$ cat config.mk
export PLATFORM = sky130hd
export DESIGN_NAME = drpaf_attach_fsm
export DESIGN_NICKNAME = d
export VERILOG_FILES = /design/src/design/drpaf_debounce.v /design/src/design/drpaf_attach_fsm.v
export VERILOG_INCLUDE_DIRS = /design/src /design/src/design
export SDC_FILE = /design/constraint.sdc
export NUM_CORES = 1
export LEC_CHECK = 0
export BUFFER_PORTS_ARGS = -buffer_cell sky130_fd_sc_hd__buf_2
export CAP_MARGIN = 0
export CORE_UTILIZATION = 35
export CTS_CLUSTER_SIZE = 12
export DETAILED_ROUTE_END_ITERATION = 7
export HOLD_SLACK_MARGIN = 0.08
export PLACE_DENSITY_LB_ADDON = 0.2
export SLEW_MARGIN = 25
export SYNTH_ARGS = -nofsm -noshare
export SYNTH_HDL_FRONTEND = slang
export SYNTH_SLANG_ARGS = --single-unit
$ cat constraint.sdc
create_clock -name mclk -period 5.6 [get_ports mclk]
set_input_delay 1.12 -clock mclk [delete_from_list [all_inputs] [get_ports mclk]]
set_output_delay 1.12 -clock mclk [all_outputs]
set_load 0.02 [all_outputs]
$ cat src/design/drpaf_map.vh
`ifndef DRPAF_MAP_VH
`define DRPAF_MAP_VH
// ****************************************
// Timing
// ****************************************
`define DRPAF_CLK_MHZ 125
// Attach debounce time in microseconds
`define DRPAF_T_CC_DEB_US 150
// Detach observation time in microseconds
`define DRPAF_T_VPD_DET_US 20
// Half period of the unattached role toggle in microseconds
`define DRPAF_T_TOGGLE_US 50
// Cycle counts derived from the rate
`define DRPAF_CC_DEB_CYC (`DRPAF_T_CC_DEB_US * `DRPAF_CLK_MHZ)
`define DRPAF_VPD_DET_CYC (`DRPAF_T_VPD_DET_US * `DRPAF_CLK_MHZ)
`define DRPAF_TOGGLE_CYC (`DRPAF_T_TOGGLE_US * `DRPAF_CLK_MHZ)
`define DRPAF_CNT_W 24
// ****************************************
// Port capability codes
// ****************************************
`define DRPAF_CAP_DRP 2'h0
`define DRPAF_CAP_SRC 2'h1
`define DRPAF_CAP_SNK 2'h2
// ****************************************
// Rp current levels
// ****************************************
`define DRPAF_RP_DEF 2'h0
`define DRPAF_RP_1A5 2'h1
`define DRPAF_RP_3A0 2'h2
// ****************************************
// Identity reply codes
// ****************************************
`define DRPAF_ID_OTHER 2'h0
`define DRPAF_ID_VPD 2'h1
`define DRPAF_ID_CTVPD 2'h2
`endif

$ cat src/design/drpaf_debounce.v
`timescale 1ns/10ps
`include "drpaf_map.vh"
// ****************************************
// Stable-level timer: counts while a condition holds unchanged
// ****************************************
module drpaf_debounce
(
   input wire mclk,
   input wire rst,
   input wire clear,
   input wire cond,
   input wire [`DRPAF_CNT_W-1:0] limit,
   output reg done_q
);
   // Elapsed cycles of unchanged condition
   reg [`DRPAF_CNT_W-1:0] cnt_q;
   // Last seen condition, to detect a change
   reg cond_q;

   // ****************************************
   // Counter
   // ****************************************
   // Restarts on any change or clear; done only while cond is true
   always @(posedge mclk)
   begin
      if (rst || clear)
      begin
         cnt_q <= {`DRPAF_CNT_W{1'b0}};
         cond_q <= 1'b0;
         done_q <= 1'b0;
      end
      else if (cond != cond_q)
      begin
         // Change seen: restart the interval
         cnt_q <= {`DRPAF_CNT_W{1'b0}};
         cond_q <= cond;
         done_q <= 1'b0;
      end
      else if (cond && cnt_q < limit)
      begin
         cnt_q <= cnt_q + 1'b1;
         done_q <= (cnt_q + 1'b1 >= limit);
      end
   end
endmodule // drpaf_debounce

$ cat src/design/drpaf_attach_fsm.v
`timescale 1ns/10ps
`include "drpaf_map.vh"
module drpaf_attach_fsm
(
   input wire mclk,
   input wire rst,
   input wire [1:0] port_cap,
   input wire prefer_sink,
   input wire vpd_support,
   input wire [1:0] rp_level,
   // CC and supply sense, taken as already synchronous to mclk
   input wire cc_pullup_seen,
   input wire cc_pulldown_seen,
   input wire vbus_seen,
   input wire id_reply_valid,
   input wire [1:0] id_reply_kind,
   // Registered terminations and supply switches
   output reg cc_rp_en_q,
   output reg cc_rd_en_q,
   output reg [1:0] cc_rp_level_q,
   output reg vbus_en_q,
   output reg vconn_en_q,
   output reg id_query_q,
   output reg [3:0] state_q
);
   // ****************************************
   // States
   // ****************************************
   // Codes are exported on state_q, so keep them stable
   localparam [3:0] ST_UNATT_SNK = 4'h0;
   localparam [3:0] ST_UNATT_SRC = 4'h1;
   localparam [3:0] ST_AWAIT_SNK = 4'h2;
   localparam [3:0] ST_AWAIT_SRC = 4'h3;
   localparam [3:0] ST_TRY_SNK = 4'h4;
   localparam [3:0] ST_ATT_SNK = 4'h5;
   localparam [3:0] ST_ATT_SRC = 4'h6;
   localparam [3:0] ST_VPD_SRC = 4'h7;
   localparam [3:0] ST_CT_UNATT_SNK = 4'h8;
   localparam [3:0] ST_CT_ATT_SNK = 4'h9;

   // Full-width interval counts, kept as integers for the cut below
   localparam integer DEB_FULL = `DRPAF_CC_DEB_CYC;
   localparam integer DET_FULL = `DRPAF_VPD_DET_CYC;
   localparam integer TOG_FULL = `DRPAF_TOGGLE_CYC;
   // Interval limits, cut to counter width on purpose; all counts fit well inside it
   localparam [`DRPAF_CNT_W-1:0] LIM_DEB = DEB_FULL[`DRPAF_CNT_W-1:0];
   localparam [`DRPAF_CNT_W-1:0] LIM_DET = DET_FULL[`DRPAF_CNT_W-1:0];
   localparam [`DRPAF_CNT_W-1:0] LIM_TOG = TOG_FULL[`DRPAF_CNT_W-1:0];

   // ****************************************
   // Internal signals
   // ****************************************
   // Next-state value
   reg [3:0] state_d;
   // Toggle timer for the unattached alternation
   reg [`DRPAF_CNT_W-1:0] tog_q;
   // Query already issued in this attachment
   reg queried_q;
   // Timer clear on every state change
   wire st_chg;
   // Debounced pull-down, pull-up and detach
   wire pd_done;
   wire pu_done;
   wire det_done;
   // Detach of a charge-through partner: neither VBUS nor pull-up
   wire ct_gone;

   // Any state change restarts every interval timer
   assign st_chg = (state_d != state_q);
   // Both supply and pull-up must be gone before the detach timer runs
   assign ct_gone = !vbus_seen && !cc_pullup_seen;

   // ****************************************
   // Debounce timers
   // ****************************************
   // Each restarts whenever its watched level flips
   // Partner pull-down, for the source-side attach
   drpaf_debounce u_pd_deb
   (
      .mclk(mclk),
      .rst(rst),
      .clear(st_chg),
      .cond(cc_pulldown_seen),
      .limit(LIM_DEB),
      .done_q(pd_done)
   );
   // Partner pull-up, for the sink-side attach
   drpaf_debounce u_pu_deb
   (
      .mclk(mclk),
      .rst(rst),
      .clear(st_chg),
      .cond(cc_pullup_seen),
      .limit(LIM_DEB),
      .done_q(pu_done)
   );
   // Charge-through partner gone, for the detach interval
   drpaf_debounce u_det_deb
   (
      .mclk(mclk),
      .rst(rst),
      .clear(st_chg),
      .cond(ct_gone),
      .limit(LIM_DET),
      .done_q(det_done)
   );

   // ****************************************
   // Role toggle timer
   // ****************************************
   // Only a dual-role port alternates; fixed roles stay put
   // Cleared on every state change so each unattached state gets a full half period
   // Saturates at the limit, so a long stay never wraps into a false toggle
   always @(posedge mclk)
   begin
      if (rst || st_chg)
         tog_q <= {`DRPAF_CNT_W{1'b0}};
      else if (tog_q < LIM_TOG)
         tog_q <= tog_q + 1'b1;
   end

   // ****************************************
   // Next state
   // ****************************************
   always @*
   begin
      state_d = state_q;
      case (state_q)
         // Sink side of the unattached alternation
         ST_UNATT_SNK:
         begin
            // Source-only ports never sit on the sink side
            if (port_cap == `DRPAF_CAP_SRC)
               state_d = ST_UNATT_SRC;
            else if (cc_pullup_seen)
               state_d = ST_AWAIT_SNK;
            else if (port_cap == `DRPAF_CAP_DRP && tog_q >= LIM_TOG)
               state_d = ST_UNATT_SRC;
            // A sink-only port with no pull-up stays here
         end
         // Source side of the unattached alternation
         ST_UNATT_SRC:
         begin
            // Sink-only ports never sit on the source side
            if (port_cap == `DRPAF_CAP_SNK)
               state_d = ST_UNATT_SNK;
            else if (cc_pulldown_seen)
               state_d = ST_AWAIT_SRC;
            else if (port_cap == `DRPAF_CAP_DRP && tog_q >= LIM_TOG)
               state_d = ST_UNATT_SNK;
            // A source-only port with no pull-down stays here
         end
         // Partner pull-up seen, waiting for it to settle
         ST_AWAIT_SNK:
         begin
            // Pull-up lost: back to the sink side
            if (!cc_pullup_seen)
               state_d = ST_UNATT_SNK;
            // Pull-up stable and supply up: attach as sink
            else if (pu_done && vbus_seen)
               state_d = ST_ATT_SNK;
         end
         // Partner pull-down seen, debounce running
         ST_AWAIT_SRC:
         begin
            // Pull-down lost before the interval ran out
            if (!cc_pulldown_seen)
               state_d = ST_UNATT_SNK;
            else if (pd_done && prefer_sink && port_cap == `DRPAF_CAP_DRP)
               state_d = ST_TRY_SNK;
            else if (pd_done)
               state_d = ST_ATT_SRC;
         end
         // Limitation: no timeout, a partner that never sources holds us here
         ST_TRY_SNK:
         begin
            // Pull-up alone keeps waiting; VBUS completes the swap
            if (vbus_seen)
               state_d = ST_ATT_SNK;
            else
               state_d = ST_TRY_SNK;
         end
         // Attached as sink; supply loss is the only detach sign
         ST_ATT_SNK:
         begin
            if (!vbus_seen)
               state_d = ST_UNATT_SNK;
         end
         // Attached as source; waits for the identity reply
         ST_ATT_SRC:
         begin
            if (!cc_pulldown_seen)
               state_d = ST_UNATT_SNK;
            // A reply of any other kind leaves the attachment as it is
            else if (id_reply_valid && id_reply_kind == `DRPAF_ID_VPD)
               state_d = ST_VPD_SRC;
            else if (id_reply_valid && id_reply_kind == `DRPAF_ID_CTVPD)
               state_d = ST_CT_UNATT_SNK;
         end
         // Supply off for a partner powered from VCONN, Rp kept
         ST_VPD_SRC:
         begin
            if (!cc_pulldown_seen)
               state_d = ST_UNATT_SNK;
         end
         // Sink terminations towards a charge-through partner
         ST_CT_UNATT_SNK:
         begin
            // Detach timer is checked first, so a stale supply cannot hold the state
            if (det_done)
               state_d = ST_UNATT_SNK;
            else if (vbus_seen)
               state_d = ST_CT_ATT_SNK;
         end
         // Charge-through supply present
         ST_CT_ATT_SNK:
         begin
            // Loss of charge-through supply falls back one level
            if (!vbus_seen)
               state_d = ST_CT_UNATT_SNK;
         end
         // Unused codes fall back to the idle state
         default:
            state_d = ST_UNATT_SNK;
      endcase
   end

   // ****************************************
   // State and registered outputs
   // ****************************************
   // Outputs decoded from the next state so they change with it
   always @(posedge mclk)
   begin
      if (rst)
      begin
         state_q <= ST_UNATT_SNK;
         cc_rp_en_q <= 1'b0;
         // Pull-down from reset, so an idle port reads as a sink
         cc_rd_en_q <= 1'b1;
         cc_rp_level_q <= `DRPAF_RP_DEF;
         vbus_en_q <= 1'b0;
         vconn_en_q <= 1'b0;
         // No query pending and no attachment remembered
         id_query_q <= 1'b0;
         queried_q <= 1'b0;
      end
      else
      begin
         // Next state
         state_q <= state_d;
         // Pull-up terminations for every source-facing state
         cc_rp_en_q <= (state_d == ST_UNATT_SRC) || (state_d == ST_AWAIT_SRC) ||
                       (state_d == ST_ATT_SRC) || (state_d == ST_VPD_SRC);
         // Pull-down in sink states, Try.SNK and charge-through sink
         cc_rd_en_q <= (state_d == ST_UNATT_SNK) || (state_d == ST_AWAIT_SNK) ||
                       (state_d == ST_TRY_SNK) || (state_d == ST_ATT_SNK) ||
                       (state_d == ST_CT_UNATT_SNK) || (state_d == ST_CT_ATT_SNK);
         // Current cap follows software level in every state, sourcing or not
         cc_rp_level_q <= rp_level;
         // Supply only in the plain attached source state
         vbus_en_q <= (state_d == ST_ATT_SRC);
         // VCONN stays on through the charge-through states
         vconn_en_q <= (state_d == ST_ATT_SRC) || (state_d == ST_VPD_SRC) ||
                       (state_d == ST_CT_UNATT_SNK) || (state_d == ST_CT_ATT_SNK);
         // One identity query per attachment, one-cycle pulse
         id_query_q <= 1'b0;
         // Flag clears on leaving the source state, so a new attachment queries again
         if (state_d != ST_ATT_SRC)
            queried_q <= 1'b0;
         // Waits one cycle in the state so the cable has its supply first
         else if (vpd_support && !queried_q && state_q == ST_ATT_SRC)
         begin
            id_query_q <= 1'b1;
            queried_q <= 1'b1;
         end
      end
   end
endmodule // drpaf_attach_fsm

* After elaboration in Yosys (flattened, before gate mapping) *
Cells that the tools add are included.

word-level totals
  input bits = 14
  output and inout bits = 11
  register bits after elaboration = 114
  word-level logic and storage cells = 113

cells by class
  magnitude comparators = 8
  muxes and demuxes = 22
  $add $sub $neg = 4
  reductions and logical operators = 34
  equality and inequality tests = 27

operators by type and width
  kind                   count
  $add 24x1->24 const B  4
  $mux 4                 19
  $ge 24x15->1 const B   2
  $lt 24x15->1 const B   2
  $pmux 4 s10            1
  $eq 4x3->1 const B     8
  $ge 24x12->1 const B   1
  $ge 24x13->1 const B   1
  $lt 24x12->1 const B   1
  $lt 24x13->1 const B   1
  $eq 4x2->1 const B     4
  $eq 4x4->1 const B     4
  $logic_and 1x1->1      12
  $logic_or 1x1->1       12
  $eq 4x1->1 const B     2
  $logic_not 4->1        2
  $reduce_or 2->1        4
  $eq 2x1->1 const B     2
  $eq 2x2->1 const B     2
  $ne 4x3->1 const B     1
  $ne 4x4->1             1
  $logic_not 1->1        3
  $ne 1x1->1             3
  $logic_not 2->1        1
  $mux 1                 2

* Depth between registers and ports, before layout *
Gate-level depths: netlist (run 1).

  depth in word-level cells = 12
  mapped depth = 11
  mapped depth without buffers = 10

* Cells and area by module *
A second synthesis (run 1) with hierarchy kept.

unflattened totals
  cell total of the unflattened synthesis = 1202
  area, all modules = 9939.5 µm²

by module, submodules not included
  module            area an instance (µm²)  instances  cells an instance  seq. area each (µm²)
  drpaf_debounce    2708.8                  3          333                520.5
  drpaf_attach_fsm  1813.0                  1          203                720.7

* Worst setup path before layout (run 1) *
Ideal clock, no wire load.

  path kind = input -> register
  from = in cc_pulldown_seen
  to = reg u_det_deb.cnt_q[15]
  library setup time = 0.115 ns
  arrival = 2.859 ns
  path slack = 2.625 ns
  stages on the path = 10
  path buffers = 2
  data required time = 5.485 ns
  cells stage by stage = buf_2 > and4b_1 > o21ai_0 > and3_4 > o2111ai_1 > a31oi_2 > mux2_4 > and2_1 > buf_2 > and3_1

on the way
  longest elaborated chain between the ends = 6
  elaborated cells on any way between the ends = 9
  those cells by class = eq/ne (1); mux (6); reduce/logical (2)

ends and longest elaborated chain
  what                         line                    RTL
  start: declaration           drpaf_attach_fsm.v:13   input wire cc_pulldown_seen,
  $mux 4                       drpaf_attach_fsm.v:147  else if (cc_pulldown_seen)
  $mux 4                       drpaf_attach_fsm.v:145  if (port_cap == `DRPAF_CAP_SNK)
  $pmux 4 s10 *                drpaf_attach_fsm.v:128  case (state_q)
  $ne 4x4->1 *                 drpaf_attach_fsm.v:69   assign st_chg = (state_d != state_q);
  $logic_or 1x1->1 *           drpaf_debounce.v:26     if (rst || clear)
  $reduce_or 2->1 (no line) *  --
  end signal: assignment       drpaf_debounce.v:28     cnt_q <= {`DRPAF_CNT_W{1'b0}};
  end signal: assignment       drpaf_debounce.v:35     cnt_q <= {`DRPAF_CNT_W{1'b0}};
  end signal: assignment       drpaf_debounce.v:41     cnt_q <= cnt_q + 1'b1;
  end: declaration             drpaf_debounce.v:16     reg [`DRPAF_CNT_W-1:0] cnt_q;

Mark *: on every way between the ends. The rest lies on a longest branch, timed or not.
A chain may end at the register's enable or synchronous reset.

* Worst setup path in the final report (run 1) *
  from = reg tog_q[7]
  to = reg tog_q[1]

on the way
  longest elaborated chain between the ends = 8
  elaborated cells on any way between the ends = 12
  those cells by class = order compare (2); eq/ne (1); mux (7); reduce/logical (2)

ends and longest elaborated chain
  what                              line                                            RTL
  start: declaration                drpaf_attach_fsm.v:56                           reg [`DRPAF_CNT_W-1:0] tog_q;
  start signal: assignment          drpaf_attach_fsm.v:117                          tog_q <= {`DRPAF_CNT_W{1'b0}};
  start signal: assignment          drpaf_attach_fsm.v:119                          tog_q <= tog_q + 1'b1;
  $ge 24x13->1                      drpaf_attach_fsm.v:137, drpaf_attach_fsm.v:149
  $logic_and 1x1->1                 drpaf_attach_fsm.v:137, drpaf_attach_fsm.v:149
  $mux 4, on equally long branches  drpaf_attach_fsm.v:149, drpaf_attach_fsm.v:137
  $mux 4, on equally long branches  drpaf_attach_fsm.v:147, drpaf_attach_fsm.v:135
  $mux 4, on equally long branches  drpaf_attach_fsm.v:145, drpaf_attach_fsm.v:133
  $pmux 4 s10                       drpaf_attach_fsm.v:128
  $ne 4x4->1                        drpaf_attach_fsm.v:69
  $logic_or 1x1->1                  drpaf_attach_fsm.v:116                          if (rst || st_chg)

Parallel ways exist; a longest one is shown, timed or not.

==> summary.txt, run 1 <==
Yosys
  • Complex-gate fraction of the synthesized area: 9.585%
  • Ys flop type: dfxtp_1
  • Leading cell type by number of instances after synthesis: dfxtp_1
  • Post-synthesis simple-gate area fraction: 30.98%
  • Post-synthesis sequential area ratio: 42.75%
  • Most frequent cells after synthesis: dfxtp_1, nor2_1, and3_1, nand2_1, xor2_1
  • XOR/XNOR Fraction of Synth Area: 9.984%
  • Synth cell types: 68
  • Yosys top cell by area: dfxtp_1
  • Syn avg cell area: 8.752 um2
  • EDFF count, synth: 0
  • Synth Area in Adders: 1.875%
  • Post-synth top area share: 42.75%
  • Syn Std Cell Area: 5339 um2
  • Mux share of post-synthesis cell area: 0.7265%
  • Syn_nets: 632
  • Yosys warning count: 0
  • Synth Register Bits: 114
  • Post-Synthesis Cells: 610
  • Most area-consuming cells after synthesis: dfxtp_1, and3_1, nor2_1, xor2_1, xnor2_1
  • Asr flop ratio synth: 0%
  • Largest family of logic cells by synthesized area: simple AND/OR/NAND/NOR gates

Placed design
  • PortBufs: 24
  • Placed wire-length estimate: 7425 um
  • Post-Place Worst Slack: 2.136 ns
  • Final GP Congestion: 0.8409
  • Dpl cells: 787

Worst hold path
  • Hold Path Class: flop to flop

GRT
  • Antenna violations before repair: 0
  • GRT Overall Usage: 14.70%
  • Largest net degree at the start of global routing: 36
  • GRT Residual Overflow: 0
  • Global-route wire length before repair: 18800 um
  • Vias in the first global route: 4046

Final layout
  • Synth-to-Final Area Change: 15.91%
  • Layout Nets: 644
  • Share of layout cells above drive strength 1: 11.81%
  • Filler cells: 1445
  • Finished Layout Cells: 819
  • Antenna Cells: 0

Critical path
  • CP Class: flop to flop
  • Worst EP arrival: 3.46 ns
  • Worst setup SP type: flop
  • CP peak stage delay: 0.60 ns
  • Crit-path slowest cell: nor4_1
  • Crit-path max FO: 35
  • Setup crit end kind: flop
  • Critical Path RT: 5.91 ns
  • Cells along the critical path: nor4_1, a21o_1, nor2b_1, a31oi_2, mux2_4, nand2_2, a211oi_1

Detailed routing
  • First-pass DRT Iterations: 4
  • DR vias/cell: 5.165
  • Vias: 4230
  • DRT Wirelength: 10910 um
  • Drt drc: 0
  • Post-DRT Antenna Nets: 0
  • Avg WL per Cell: 13.32 um
  • Initial DRC Count: 239

Timing
  • Rel. slew slack: 32.29%
  • Worst hold slack: 0.4168 ns
  • Setup ws final: 2.450 ns
  • Setup repair after global routing missed its margin: false
  • Final Critical Period: 3.150 ns
  • Max Fclk: 317.4 MHz
  • Final setup fails: 0
  • TNS Setup: 0 ns
  • Hold Violations, Final: 0
  • Max-slew violation count: 0
  • Slew @ Worst Pin: 1.012 ns
  • Clock skew: 0.009766 ns
  • Period utilization: 56.26%

Clock tree
  • Sink Count: 114
  • Clk root buf: clkbuf_16
  • CTS max path bufs: 2
  • Hold_buf cts: 0
  • Cts bufs inserted: 17
  • Cts repair resizes: 0
  • Skew-Pair Late Insertion Delay: 0.40 ns
  • CTS tree: built
  • H-Tree Depth: 4
  • Clock transition at path regs: 0.05 ns
  • Post-CTS Setup Inserts: 0

Floorplanning
  • Starting density of the core: 36.32%
  • Rows: 44
  • Core Footprint: 14700 um2
  • Die area: 15750 um2
  • Chip Height: 125.5 um
  • Io pins: 25
  • Die width: 125.5 um

Power
  • Pwr/cell area: 337.9 nW/um2
  • Leakage: 2.364 nW
  • Power Total: 2.091 mW
  • Max rail drop VDD: 0.2539 mV

Flow run
  • MaxCap Viol Count: 0

Outcome
  • Outcome: completed
[worst max-delay path, delay by kind of cell, from the launching register on]
kind / cells / cell delay [ns]
simple gates: 3 / 1.51
compound gates: 3 / 0.75
mux: 1 / 0.44
flops: 1 / 0.35
[cells by family after synthesis]
logic type | count (synthesis)
fa+ha+maj | 8
compound gates | 73
simple gates | 302
mux | 3
buf+inv | 50
xor+xnor | 60
flops | 114
[worst paths after layout]
path / start / endpoint / slack (ns) / cells past startpoint
hold / removal: queried_q / id_query_q / 0.42 / 1
setup reg to reg: tog_q[7] / tog_q[1] / 2.45 / 7
setup / recovery: tog_q[7] / tog_q[1] / 2.45 / 7
hold reg to reg: queried_q / id_query_q / 0.42 / 1
[power by group]
part	switching, mW	leakage [nW]	total, mW	internal (mW)
Clock	0.357	0.318	1.14	0.781
Combinational	0.0824	1.13	0.119	0.0362
Sequential	0.0134	0.920	0.835	0.822
[through the flow]
stage / utilization, % / area (um2)
floorplan: - / 5339
global placement: 37.73 / 5545
detailed placement: 37.73 / 5545
CTS: 42.10 / 6188
global route: 42.10 / 6188
finish: 42.10 / 6188
[registers in the layout, indices dropped and copies added (netlist names), 2 cells and up]
signal,cells
u_pd_deb.cnt_q,24
u_det_deb.cnt_q,24
state_q,4
tog_q,24
cc_rp_level_q,2
u_pu_deb.cnt_q,24
[layer usage]
layer / part of all wire [%] / wire, um / vias to the layer above / track usage [%]
li1: - / - / 2184 / -
met1: 51 / 5524 / 1971 / 18.67
met2: 45 / 4881 / 65 / 23.63
met3: 3.5 / 382 / 10 / 4.579
met4: 1.1 / 119 / 0 / 4.806
met5: 0 / 0 / - / 0
[final cells by class]
| type | instances | area [um2] | area share [%] |
|---|---|---|---|
| Sequential cell | 114 | 2282 | 36.88 |
| Clock inverter | 8 | 121.4 | 1.961 |
| Timing Repair Buffer | 25 | 127.6 | 2.062 |
| Clock buffer | 24 | 521.8 | 8.431 |
| Multi-Input combinational cell | 446 | 2838 | 45.86 |
| Tap cell | 184 | 230.2 | 3.720 |
| Inverter | 18 | 67.56 | 1.092 |
[cells in the final DEF, fill, tap and decap left out, types with 16 or more instances in the layout]
| master | Yosys | routed |
|---|---|---|
| and3_1 | 49 | 49 |
| buf_2 | 7 | 24 |
| clkbuf_16 | 0 | 17 |
| dfxtp_1 | 114 | 114 |
| inv_1 | 18 | 18 |
| nand2_1 | 37 | 37 |
| nand3_1 | 19 | 19 |
| nand4_1 | 22 | 22 |
| nor2_1 | 80 | 80 |
| nor3_1 | 30 | 30 |
| o21ai_0 | 16 | 16 |
| xnor2_1 | 26 | 26 |
| xor2_1 | 33 | 33 |
(Power assumes the default switching activity.)
==> run 2, diff against run 1 <==
- clock period: 5.6 -> 2.55 ns (I/O delays scaled with it)
==> summary.txt, run 2 (synthesis gave the netlist of run 1 again) <==
Critical path
  • Worst EP arrival: 2.72 ns
  • CP peak stage delay: 0.60 ns
  • Crit-path max FO: 13
  • CP Class: flop to flop
  • Setup crit end kind: flop
  • Worst setup SP type: flop
  • Cells along the critical path: nand2b_1, a31oi_1, or3b_1, o2111ai_1, a31oi_2, mux2_4, and2_2, and3_1
  • Critical Path RT: 2.85 ns
  • Crit-path slowest cell: dfxtp_1

Flow run
  • MaxCap Viol Count: 0

Clock tree
  • Skew-Pair Late Insertion Delay: 0.41 ns
  • Sink Count: 114
  • CTS max path bufs: 2
  • Clock transition at path regs: 0.05 ns
  • H-Tree Depth: 4
  • Clk root buf: clkbuf_16
  • Cts bufs inserted: 17
  • CTS tree: built

Timing
  • Max Fclk: 413.6 MHz
  • Slew @ Worst Pin: 0.8331 ns
  • Setup repair after global routing missed its margin: false
  • Hold Violations, Final: 0
  • Clock skew: 0.008161 ns
  • Final setup fails: 0
  • Final Critical Period: 2.418 ns
  • Rel. slew slack: 44.46%
  • Period utilization: 94.82%
  • TNS Setup: 0 ns
  • Max-slew violation count: 0

GRT
  • Antenna violations before repair: 0
  • Vias in the first global route: 4165
  • GRT Residual Overflow: 0
  • Global-route wire length before repair: 19300 um
  • Largest net degree at the start of global routing: 27
  • M3 GR Usage: 5.135%
  • Grt met1 use: 19.18%
  • Most used routing layer: met2
  • GR Util met2: 24.18%
  • GRT Overall Usage: 15.29%

Final layout
  • Most frequent cells in the layout: dfxtp_1, nor2_1, and3_1
  • Antenna Cells: 0
  • Commonest non-fill, non-tap cell in the layout: dfxtp_1
  • Share of layout cells above drive strength 1: 15.08%
  • Synth-to-Final Area Change: 19.85%
  • Layout Nets: 672

Detailed routing
  • DRT Wirelength: 11360 um
  • Post-DRT Antenna Nets: 0
  • Drt drc: 0
  • Initial DRC Count: 285
  • DR vias/cell: 5.113
  • First-pass DRT Iterations: 4
  • Vias: 4331
  • Avg WL per Cell: 13.41 um

Floorplanning
  • Core Footprint: 14700 um2
  • Die width: 125.5 um
  • Die area: 15750 um2
  • Rows: 44
  • Io pins: 25
  • Chip Height: 125.5 um
  • Starting density of the core: 36.32%

Placed design
  • Final GP Congestion: 0.8449
  • Placed wire-length estimate: 7936 um
  • PortBufs: 24

Power
  • Max rail drop VDD: 0.5040 mV
  • Leakage: 2.484 nW
  • Power Total: 4.579 mW
  • Pwr/cell area: 715.6 nW/um2

Outcome
  • Outcome: completed

Worst hold path
  • Hold Path Class: input port to flop
-- run 2: path summary, 6_finish.rpt --
path	start	endpoint	slack (ns)	depth (start not counted)
max	state_q[0]	u_det_deb.cnt_q[16]	0.13	8
min reg2reg	queried_q	id_query_q	0.42	1
max reg2reg	state_q[0]	u_det_deb.cnt_q[16]	0.13	8
min	rp_level[1]	cc_rp_level_q[1]	0.32	2
-- run 2: timing repair --
item	in CTS	in global routing
endpoints found under the setup margin	0	52
hold buffers	0	0
setup buffers	0	2
gates resized for setup	0	3
-- run 2: through the flow --
stage / hold slack, ns / setup WS, ns / instance area, um2 / util, % / std cells
final: 0.3182 / 0.1321 / 6399 / 43.53 / 847
after global placement: 0.4221 / 0.08196 / 5766 / 39.22 / 813
after floorplan: 0.3965 / 0.1847 / 5339 / - / 610
after CTS: 0.3036 / 0.0003246 / 6369 / 43.33 / 845
after global routing: 0.3075 / 0.008553 / 6399 / 43.53 / 847
after detailed placement: 0.4173 / 0.01803 / 5766 / 39.22 / 813
-- run 2: cell type report --
class,count,area (um2)
Inverter,18,67.56
Clock buffer,22,444.2
Clock inverter,10,158.9
Fill cell,1439,8300
Tap cell,184,230.2
Multi-Input combinational cell,446,2853
Timing Repair Buffer,53,362.8
Sequential cell,114,2282
-- run 2: per-layer routing --
metal  up-vias  routed length (um)
met4         0                 138
met3        13                 409
met2        64                5080
met5         -                   0
met1      2023                5730
li1       2231                   -
-- run 2: where the power goes --
group          internal, mW  switching (mW)  total [mW]
Clock                  1.63           0.796        2.42
Combinational         0.128           0.199       0.326
Sequential             1.80          0.0244        1.83
-- run 2: worst max-delay path: cells and delay by family (launching register included) --
kind	cells	cell delay (ns)
flip-flops	1	0.60
multiplexers	1	0.36
AND/OR/NAND/NOR	4	1.06
AO/OA/AOI/OAI	3	0.30
==> run 3, diff against run 2 <==
- RECOVER_POWER: default -> 100
==> summary.txt, run 3 (synthesis gave the netlist of run 1 again) <==
GRT
  • Vias in the first global route: 4165
  • GRT Residual Overflow: 0
  • Largest net degree at the start of global routing: 27
  • Antenna violations before repair: 0
  • GRT Overall Usage: 15.29%
  • Global-route wire length before repair: 19300 um

Timing
  • Setup ws final: 0.1235 ns
  • Rel. slew slack: 44.49%
  • Final setup fails: 0
  • Period utilization: 95.16%
  • Slew @ Worst Pin: 0.8327 ns
  • Max Fclk: 412.1 MHz
  • Hold Violations, Final: 0
  • Clock skew: 0.01001 ns
  • Max-slew violation count: 0
  • Final Critical Period: 2.426 ns
  • Worst hold slack: 0.3148 ns

Power
  • Pwr/cell area: 718.2 nW/um2
  • Max rail drop VDD: 0.5020 mV
  • Leakage: 2.431 nW
  • Power Total: 4.561 mW

Floorplanning
  • Starting density of the core: 36.32%
  • Rows: 44
  • Die width: 125.5 um
  • Core Footprint: 14700 um2
  • Die area: 15750 um2
  • Io pins: 25
  • Chip Height: 125.5 um

Final layout
  • Synth-to-Final Area Change: 18.96%
  • Final instance area: 6351 um2
  • Share of layout cells above drive strength 1: 13.12%
  • Commonest non-fill, non-tap cell in the layout: dfxtp_1
  • Most frequent cells in the layout: dfxtp_1, nor2_1, and3_1
  • Core Util, Final: 43.21%
  • Layout Nets: 672
  • Antenna Cells: 0

Critical path
  • Cell depth of the worst flop-to-flop path: 8
  • RR Endpoint: u_det_deb.cnt_q[16]
  • Setup crit end kind: flop
  • Crit-path max FO: 13
  • Reg2Reg Launch Point: state_q[0]
  • Reg2reg setup slack: 0.12 ns
  • Critical Path RT: 2.85 ns
  • CP Class: flop to flop
  • Worst EP arrival: 2.73 ns
  • Worst setup SP type: flop

Detailed routing
  • Avg WL per Cell: 13.40 um
  • Drt drc: 0
  • Initial DRC Count: 309
  • Post-DRT Antenna Nets: 0
  • First-pass DRT Iterations: 4
  • DRT Wirelength: 11350 um
  • Vias: 4337
  • DR vias/cell: 5.120

Clock tree
  • Skew-Pair Late Insertion Delay: 0.41 ns
  • Clk root buf: clkbuf_16
  • Clock transition at path regs: 0.05 ns
  • Cts bufs inserted: 17
  • Hold_buf cts: 0
  • Sink Count: 114
  • H-Tree Depth: 4
  • CTS max path bufs: 2
  • CTS tree: built

Worst hold path
  • Worst Hold End: cc_rp_level_q[1]
  • Hold Startpoint: rp_level[1]
  • Hold Crit Depth: 2
  • Hold Path Class: input port to flop

Placed design
  • Placed wire-length estimate: 7936 um
  • PortBufs: 24
  • Post-Place Worst Slack: 0.01803 ns
  • Area after DPL: 5766 um2
  • Final GP Congestion: 0.8449

Flow run
  • MaxCap Viol Count: 0

Outcome
  • Outcome: completed
-- run 3: cell type report --
cell class              instances  area [um2]
flip-flops and latches        114        2282
fillers                      1459        8348
clock buffers                  22       444.2
inverters                      18       67.56
clock inverters                10       158.9
repair buffers                 53       326.6
well taps                     184       230.2
multi-input cells             446        2841
-- run 3: through the flow --
| step | TNS (ns) | cells |
|---|---|---|
| 2_1_floorplan | 0 | 610 |
| 3_3_place_gp | 0 | 813 |
| 3_5_place_dp | 0 | 813 |
| 4_1_cts | 0 | 845 |
| 5_1_grt | -0.006256 | 847 |
| 6_report | 0 | 847 |
-- run 3: worst max-delay path, cell delays in order (launching register included) --
cell	delay, ns
dfxtp_1	0.60
nand2b_1	0.26
a31oi_1	0.10
or3b_1	0.36
o2111ai_1	0.13
a31oi_2	0.07
mux2_4	0.35
and2_2	0.25
and3_1	0.19
-- run 3: worst max path at each step --
stage | cells after the start | to | startpoint
after floorplan | 10 | u_det_deb.cnt_q[15] | state_q[2]
after global placement | 9 | u_det_deb.cnt_q[21] | id_reply_valid
after detailed placement | 7 | u_det_deb.cnt_q[22] | state_q[2]
after CTS | 7 | u_det_deb.cnt_q[16] | state_q[2]
after global routing | 10 | u_pd_deb.cnt_q[14] | state_q[2]
final | 8 | u_det_deb.cnt_q[16] | state_q[0]
-- run 3: repair_timing --
item,4_1_cts,5_1_grt
endpoints found under the setup margin,0,52
resized for setup,0,3
buffers inserted,0,2
-- run 3: power breakdown --
part           leakage [nW]  total (mW)  internal (mW)  switching (mW)
Clock                 0.288        2.43           1.63           0.798
Sequential            0.920        1.83           1.80          0.0248
Combinational          1.22       0.307          0.113           0.194
-- run 3: metal layers --
layer | vias up | global-route usage, % | wire length (um)
met5 | - | 0 | 0
met4 | 0 | 5.882 | 115
met3 | 10 | 5.135 | 389
met2 | 56 | 24.18 | 5100
met1 | 2038 | 19.18 | 5741
li1 | 2233 | - | -
